[config.mk]
export PLATFORM = sky130hd
export DESIGN_NAME = sarpp_port
export DESIGN_NICKNAME = d
export VERILOG_FILES = /design/src/rtl/sarpp_pkg.sv /design/src/rtl/sarpp_fifo.sv /design/src/rtl/sarpp_port.sv
export SDC_FILE = /design/constraint.sdc
export NUM_CORES = 1
export LEC_CHECK = 0
export ABC_AREA = 1
export BUFFER_PORTS_ARGS = -buffer_cell sky130_fd_sc_hd__buf_2
export CAP_MARGIN = 30
export CORE_MARGIN = 5
export CORE_UTILIZATION = 60
export DETAILED_ROUTE_END_ITERATION = 8
export PLACE_DENSITY = 0.88
export SLEW_MARGIN = 30
export SYNTH_ARGS = -nofsm -noshare
export SYNTH_HDL_FRONTEND = slang
export SYNTH_SLANG_ARGS = --single-unit
[constraint.sdc]
create_clock -name clock -period 3.1 [get_ports clock]
set_input_delay 0.62 -clock clock [delete_from_list [all_inputs] [get_ports clock]]
set_output_delay 0.62 -clock clock [all_outputs]
set_load 0.05 [all_outputs]
[src/rtl/sarpp_pkg.sv]
package sarpp_pkg;

    // Result word and byte lane widths.
    localparam int RES_W = 16;
    localparam int BYTE_W = 8;

    // Clock period and conversion time.
    localparam int CLK_PERIOD_PS = 5000;
    localparam int CONV_TIME_NS = 8000;
    localparam int CONV_CYCLES = (CONV_TIME_NS * 1000) / CLK_PERIOD_PS;

    // Least convert strobe width and longest one.
    localparam int STROBE_MIN_NS = 40;
    localparam int STROBE_MIN_CYCLES = (STROBE_MIN_NS * 1000 + CLK_PERIOD_PS - 1) / CLK_PERIOD_PS;
    localparam int STROBE_MAX_NS = 7000;
    localparam int STROBE_MAX_CYCLES = (STROBE_MAX_NS * 1000) / CLK_PERIOD_PS;

    // Result buffer geometry.
    localparam int FIFO_DEPTH = 8;

    // Full scale codes in two's complement, and the result reset value.
    localparam logic [15:0] CODE_NEG_FS = 16'h8000;
    localparam logic [15:0] CODE_POS_FS = 16'h7FFF;
    localparam logic [15:0] RESULT_RST = 16'h0000;

    typedef enum logic [1:0] {
        SARPP_IDLE,
        SARPP_CONV,
        SARPP_DONE
    } sarpp_state_t;

    // Pin bundle of the result bus.
    typedef struct packed {
        logic [RES_W-1:0] data;
        logic [RES_W-1:0] oe;
    } sarpp_bus_t;

endpackage : sarpp_pkg

[src/rtl/sarpp_fifo.sv]
`timescale 1ns/1ps
module sarpp_fifo #(
    parameter int WIDTH = 16,
    parameter int DEPTH = 8
) (
    input wire logic clock, // System clock.
    input wire logic rst_b, // Asynchronous reset, active low.
    input wire logic in_valid, // Write request.
    output logic in_ready, // Space available.
    input wire logic [WIDTH-1:0] in_data, // Write word.
    output logic out_valid, // Word available.
    input wire logic out_ready, // Read accept.
    output logic [WIDTH-1:0] out_data // Head word.
);
    localparam int AW = $clog2(DEPTH);

    logic [WIDTH-1:0] mem_q [DEPTH];
    logic [AW-1:0] wr_q;
    logic [AW-1:0] rd_q;
    logic [AW:0] cnt_q;
    logic push;
    logic pop;

    assign in_ready = (cnt_q != (AW+1)'(DEPTH));
    assign out_valid = (cnt_q != '0);
    assign push = in_valid && in_ready;
    assign pop = out_valid && out_ready;
    assign out_data = mem_q[rd_q];

    always_ff @(posedge clock) begin
        if (push) begin
            mem_q[wr_q] <= in_data;
        end
    end

    always_ff @(posedge clock or negedge rst_b) begin
        if (!rst_b) begin
            wr_q <= '0;
            rd_q <= '0;
            cnt_q <= '0;
        end else begin
            if (push) begin
                wr_q <= (wr_q == AW'(DEPTH - 1)) ? '0 : wr_q + 1'b1;
            end
            if (pop) begin
                rd_q <= (rd_q == AW'(DEPTH - 1)) ? '0 : rd_q + 1'b1;
            end
            cnt_q <= cnt_q + (AW+1)'(push) - (AW+1)'(pop);
        end
    end
endmodule : sarpp_fifo

[src/rtl/sarpp_port.sv]
`timescale 1ns/1ps
// Behaviour
// - Result lines float unless selected and reading.
// - Line 15 carries MSB, line 0 LSB.
// - Byte select low gives high byte.
// - Read/convert falling with select starts conversion.
// - Read/convert rising with select enables outputs.
// - Select and read/convert ORed; select fall converts.
// - Busy low from start until result updated.
// - Convert commands ignored while busy low.
// - Results are two's complement 8000 to 7FFF.
module sarpp_port #(
    parameter int RES_W = sarpp_pkg::RES_W,
    parameter int CONV_CYCLES = sarpp_pkg::CONV_CYCLES,
    parameter int DEPTH = sarpp_pkg::FIFO_DEPTH
) (
    input wire logic clock, // System clock, 200 MHz.
    input wire logic rst_b, // Asynchronous reset, active low.
    input wire logic select_b, // Chip select pin, active low.
    input wire logic read_conv, // Read high, convert low.
    input wire logic byte_sel, // Byte lane select pin.
    input wire logic [RES_W-1:0] sample_data, // Digitised sample from the core.
    input wire logic sample_valid, // Core sample strobe.
    output logic sample_ready, // Buffer can take a sample.
    output logic start_hold, // Pulse that freezes the sampler.
    output logic busy_b, // Busy flag, active low.
    output logic [RES_W-1:0] result_o, // Result lines, output value.
    output logic [RES_W-1:0] result_oe, // Result lines, output enable.
    output logic [sarpp_pkg::BYTE_W-1:0] byte_o, // Byte lanes, output value.
    output logic byte_oe // Byte lanes, output enable.
);
    localparam int CW = $clog2(CONV_CYCLES + 1);
    localparam int BW = sarpp_pkg::BYTE_W;

    ////////////////////////////////////////////////////////////////////////////
    // Pin synchronisers.

    logic sel_m_q;
    logic sel_s_q;
    logic rc_m_q;
    logic rc_s_q;
    logic byte_m_q;
    logic byte_s_q;

    // Each pin passes two flops, reset to its idle level, before logic reads it.
    always_ff @(posedge clock or negedge rst_b) begin
        if (!rst_b) begin
            sel_m_q <= 1'b1;
            sel_s_q <= 1'b1;
        end else begin
            sel_m_q <= select_b;
            sel_s_q <= sel_m_q;
        end
    end

    always_ff @(posedge clock or negedge rst_b) begin
        if (!rst_b) begin
            rc_m_q <= 1'b1;
            rc_s_q <= 1'b1;
        end else begin
            rc_m_q <= read_conv;
            rc_s_q <= rc_m_q;
        end
    end

    always_ff @(posedge clock or negedge rst_b) begin
        if (!rst_b) begin
            byte_m_q <= 1'b0;
            byte_s_q <= 1'b0;
        end else begin
            byte_m_q <= byte_sel;
            byte_s_q <= byte_m_q;
        end
    end

    ////////////////////////////////////////////////////////////////////////////
    // Command decode.

    logic cmd_low;
    logic cmd_low_q;
    logic conv_cmd;
    logic read_en;

    assign cmd_low = !(sel_s_q || rc_s_q);

    always_ff @(posedge clock or negedge rst_b) begin
        if (!rst_b) begin
            cmd_low_q <= 1'b0;
        end else begin
            cmd_low_q <= cmd_low;
        end
    end

    assign conv_cmd = cmd_low && !cmd_low_q;

    // Read enable when selected and high.
    assign read_en = !sel_s_q && rc_s_q;

    ////////////////////////////////////////////////////////////////////////////
    // Conversion sequencer.

    sarpp_pkg::sarpp_state_t state_q;
    logic [CW-1:0] cnt_q;
    logic [RES_W-1:0] result_q;
    logic fifo_valid;
    logic fifo_pop;
    logic [RES_W-1:0] fifo_data;
    logic conv_last;

    assign conv_last = (cnt_q == CW'(CONV_CYCLES - 1));

    always_ff @(posedge clock or negedge rst_b) begin
        if (!rst_b) begin
            state_q <= sarpp_pkg::SARPP_IDLE;
        end else begin
            unique case (state_q)
                sarpp_pkg::SARPP_IDLE: begin
                    if (conv_cmd) begin
                        state_q <= sarpp_pkg::SARPP_CONV;
                    end
                end
                sarpp_pkg::SARPP_CONV: begin
                    // Busy stays low past the conversion time while the buffer is empty.
                    if (conv_last && fifo_valid) begin
                        state_q <= sarpp_pkg::SARPP_DONE;
                    end
                end
                sarpp_pkg::SARPP_DONE: begin
                    state_q <= sarpp_pkg::SARPP_IDLE;
                end
            endcase
        end
    end

    always_ff @(posedge clock or negedge rst_b) begin
        if (!rst_b) begin
            cnt_q <= '0;
        end else if (state_q != sarpp_pkg::SARPP_CONV) begin
            cnt_q <= '0;
        end else if (!conv_last) begin
            cnt_q <= cnt_q + 1'b1;
        end
    end

    assign start_hold = (state_q == sarpp_pkg::SARPP_IDLE) && conv_cmd;
    assign fifo_pop = (state_q == sarpp_pkg::SARPP_CONV) && conv_last;

    // Result register updated before busy rises.
    always_ff @(posedge clock or negedge rst_b) begin
        if (!rst_b) begin
            result_q <= sarpp_pkg::RESULT_RST;
        end else if (fifo_pop && fifo_valid) begin
            result_q <= fifo_data;
        end
    end

    assign busy_b = (state_q == sarpp_pkg::SARPP_IDLE);

    sarpp_fifo #(
        .WIDTH(RES_W),
        .DEPTH(DEPTH)
    ) u_fifo (
        .clock(clock),
        .rst_b(rst_b),
        .in_valid(sample_valid),
        .in_ready(sample_ready),
        .in_data(sample_data),
        .out_valid(fifo_valid),
        .out_ready(fifo_pop),
        .out_data(fifo_data)
    );

    ////////////////////////////////////////////////////////////////////////////
    // Output drivers.

    always_ff @(posedge clock or negedge rst_b) begin
        if (!rst_b) begin
            result_o <= '0;
        end else begin
            // Bit order kept MSB at 15.
            result_o <= result_q;
        end
    end

    always_ff @(posedge clock or negedge rst_b) begin
        if (!rst_b) begin
            result_oe <= '0;
        end else begin
            result_oe <= {RES_W{read_en}};
        end
    end

    always_ff @(posedge clock or negedge rst_b) begin
        if (!rst_b) begin
            byte_o <= '0;
        end else begin
            byte_o <= byte_s_q ? result_q[BW-1:0] : result_q[RES_W-1:RES_W-BW];
        end
    end

    always_ff @(posedge clock or negedge rst_b) begin
        if (!rst_b) begin
            byte_oe <= 1'b0;
        end else begin
            byte_oe <= read_en;
        end
    end

    logic [CW-1:0] busy_len_q;

    // Counts busy cycles for the length check; it saturates at the top.
    always_ff @(posedge clock or negedge rst_b) begin
        if (!rst_b) begin
            busy_len_q <= '0;
        end else if (busy_b) begin
            busy_len_q <= '0;
        end else if (busy_len_q != '1) begin
            busy_len_q <= busy_len_q + 1'b1;
        end
    end
endmodule : sarpp_port

==> results.md <==
* Clock Sinks at 199
* Final Critical Period at 2.56 ns
* GRT Overall Usage at 21.2%
* Setup crit start kind: flop
* Die Ht at 128 um
* Hold Vio Cnt, Final at 0
* TritonRoute pass-1 iters at 5
* First-pass GRT wire length at 26600 um
* Area contributors post-synth: edfxtp_1, dfrtp_1, nand2_1
* Layout cells sized above 1 at 15.0%
* Mean routed wirelength per cell at 15.6 um
* Synth top cells by count: nand2_1, edfxtp_1, dfrtp_1
* Peak supply drop at 0.000393 V
* Vias in the first global route at 5479
* Register Area at 5630 um^2
* Total of max-cap violations at 0
* Worst Tran Pin Value at 0.870 ns
* Post-CTS Hold Fix Bufs at 0
* Footprint of the multi-input gates at 2220 um^2
* YS warnings at 0
* Fin. max-slew vios at 0
* Crit Path Max Fanout at 5
* ANT cells at 0
* Outcome: finished clean
* Post-CTS Resized at 0
* Min-Delay Path Class: input port to async pin
* Setup TNS at 0 ns
* Syn nets at 852
* Sw Pwr at 1.55 mW
* Synthesized area per cell at 10.2 um^2
* Worst EP arrival at 2.89 ns
* CP top delay family: adder cells
* Clk pin slew, worst setup/hold paths at 0.07 ns
* Total grt overflow at 0
* Routability cong. at 0.853
* TritonCTS clock tree: done
* Power Density at 659 nW/um^2
* Sequential-to-total area share from yosys stat at 67.3%
* CP max-delay cell: fa_1
* Post-route ant nets at 0
* Max frequency at 0.390 GHz
* Via count at 5572
* Clock skew at 0.00932 ns
* PortBufs at 65
* Final hold slack at 0.191 ns
* Initial antenna violation count at 0
* CP Capture Type: flop
* Sw Ratio at 25.0%
* Post-synth EDFFs at 128
* Initial Util at 60.6%
* Static leakage at 4.53 nW
* RSZ-0062 raised after global routing: no
* Post-Syn Area at 8350 um^2
* CTS Buf Count at 17
* Die Area at 16400 um^2
* Area leader, netlist: edfxtp_1
* Reg power frac at 52.0%
* CP bufs+invs at 3
* Iter 0 DRT Violations at 526
* Prevailing post-synth register cell: edfxtp_1
* Clk pwr share at 35.9%
* P_int at 4.65 mW
* Worst slew margin at 42.0%
* Yosys cell types at 30
* Area grow syn2layout at 12.5%
* Clk root buf: clkbuf_16
* Post-CTS Setup Bufs at 0
* CP cell instances: ha_1, nand3_2, nor2_1, nand3_1, nor2_1, ha_1, inv_1, ha_1, inv_1, fa_1, inv_1
* Core area at 13800 um^2
* Clock buffer depth at 2
* FILL cells at 931
* Flops & latches, synth at 199
* H-tree depth at 4
* Detailed placement HPWL at 10200 um
* Top-count cell post-synth: nand2_1
* Largest stage delay, worst path at 0.48 ns
* # IOs at 66
* DRC at 0
* Largest net degree at the start of global routing at 68
* Fin crit share at 82.7%
* FFs w/ async S/R, synth at 35.7%
* Final Setup Violations at 0
* Routed WL at 16600 um
* Critical path class: flop to flop
* Final net count at 910
* Row cnt at 43
* Synth Instances at 815
* Vias per cell at 5.23
* Area share of the largest cell type after synthesis at 46.0%
* Die width at 128 um
* WP data required at 3.42 ns
* Combinational share of power at 12.1%
* Insertion delay to the later sink of the worst-skew pair at 0.43 ns
* Finished Core Util at 68.2%
power by group through the flow:
stage                     registers, mW  clock network (mW)  logic, mW
after floorplan                    3.26                   0      0.502
after global placement             3.26                   0      0.704
after detailed placement           3.27                   0      0.740
after CTS                          3.22                2.25      0.749
after global routing               3.24                2.36      0.838
final                              3.22                2.23      0.748
path summary, 6_finish.rpt:
check / from / endpoint / slack, ns / cells past startpoint
setup reg to reg: cnt_q[0] / u_fifo.cnt_q[1] / 0.54 / 11
setup / recovery: cnt_q[0] / u_fifo.cnt_q[1] / 0.54 / 11
hold / removal: rst_b / cnt_q[4] / 0.19 / 1
hold reg to reg: byte_m_q / byte_s_q / 0.35 / 0
max in group asynchronous: rst_b / sel_m_q / 2.21 / 2
min in group clock: select_b / sel_m_q / 0.29 / 1
registers in the layout, summed over array words and instances (netlist names):
name / count
sel_m_q: 1
u_fifo.rd_q: 3
byte_m_q: 1
u_fifo.mem_q: 128
cmd_low_q: 1
result_o: 16
byte_s_q: 1
state_q: 2
byte_o: 8
cnt_q: 11
rc_m_q: 1
result_q: 16
sel_s_q: 1
u_fifo.cnt_q: 4
byte_oe: 1
u_fifo.wr_q: 3
rc_s_q: 1
metal layers:
metal | share of wire, % | vias to the layer above | global-route usage, %
li1 | - | 2676 | -
met1 | 39 | 2658 | 26.3
met2 | 52 | 209 | 36.9
met3 | 7.4 | 29 | 4.21
met4 | 1.9 | 0 | 8.18
met5 | 0 | - | 0
worst register-to-register path, cell delays in order (launching register included):
cell and delay [ns]:
dfrtp_1 0.42, ha_1 0.23, nand3_2 0.14, nor2_1 0.24, nand3_1 0.14, nor2_1 0.22
ha_1 0.28, inv_1 0.06, ha_1 0.15, inv_1 0.06, fa_1 0.48, inv_1 0.04
kinds of logic after synthesis:
| group | after synthesis | share of synthesized area (%) |
|---|---|---|
| buffers and inverters | 112 | 6.13 |
| xor gates and xnor gates | 4 | 0.419 |
| AOI/OAI and AO/OA | 18 | 1.12 |
| adders and majority gates | 15 | 2.34 |
| and+or+nand+nor | 459 | 21.6 |
| muxes | 8 | 1.08 |
| DFF | 199 | 67.3 |
cell type report:
| cell class | count | area share [%] |
|---|---|---|
| flip-flops and latches | 199 | 59.9 |
| inverters | 69 | 2.81 |
| well taps | 180 | 2.40 |
| clock buffers | 20 | 4.65 |
| clock inverters | 12 | 1.76 |
| multi-input cells | 504 | 23.6 |
| repair buffers | 82 | 4.95 |
metrics by stage:
step	power, mW	setup WS (ns)	cell area, um^2	cells
final	6.20	0.537	9400	1066
after CTS	6.22	0.529	9400	1066
after floorplan	3.76	0.685	8350	815
after global placement	3.97	0.706	8800	1034
after detailed placement	4.01	0.552	8800	1034
after global routing	6.44	0.377	9400	1066
cell usage in the layout, fill, tap and decap left out:
master / Yosys / layout
dfstp_2: 4 / 4
inv_8: 0 / 2
clkbuf_1: 10 / 3
o21ai_0: 8 / 8
a21oi_1: 8 / 8
nor2_4: 1 / 1
clkinv_2: 0 / 1
nand3_1: 29 / 29
xnor2_1: 2 / 2
inv_6: 0 / 2
clkinvlp_4: 0 / 1
inv_1: 65 / 65
nand2_1: 390 / 390
buf_12: 0 / 1
or2_2: 1 / 1
ha_1: 14 / 14
dfrtp_1: 67 / 66
nand3_2: 1 / 1
clkbuf_16: 0 / 17
clkinv_1: 1 / 1
buf_2: 12 / 65
nand2_2: 2 / 2
clkinv_4: 1 / 3
o22ai_1: 1 / 1
nand4_4: 1 / 1
nor2_1: 31 / 31
mux2_2: 8 / 8
fa_1: 1 / 1
nor3_1: 3 / 3
bufinv_16: 0 / 3
edfxtp_1: 128 / 128
inv_2: 2 / 2
o21a_1: 1 / 1
buf_4: 17 / 16
xor2_1: 2 / 2
clkinvlp_2: 0 / 1
dfrtp_2: 0 / 1
(Power assumes the default switching activity.)
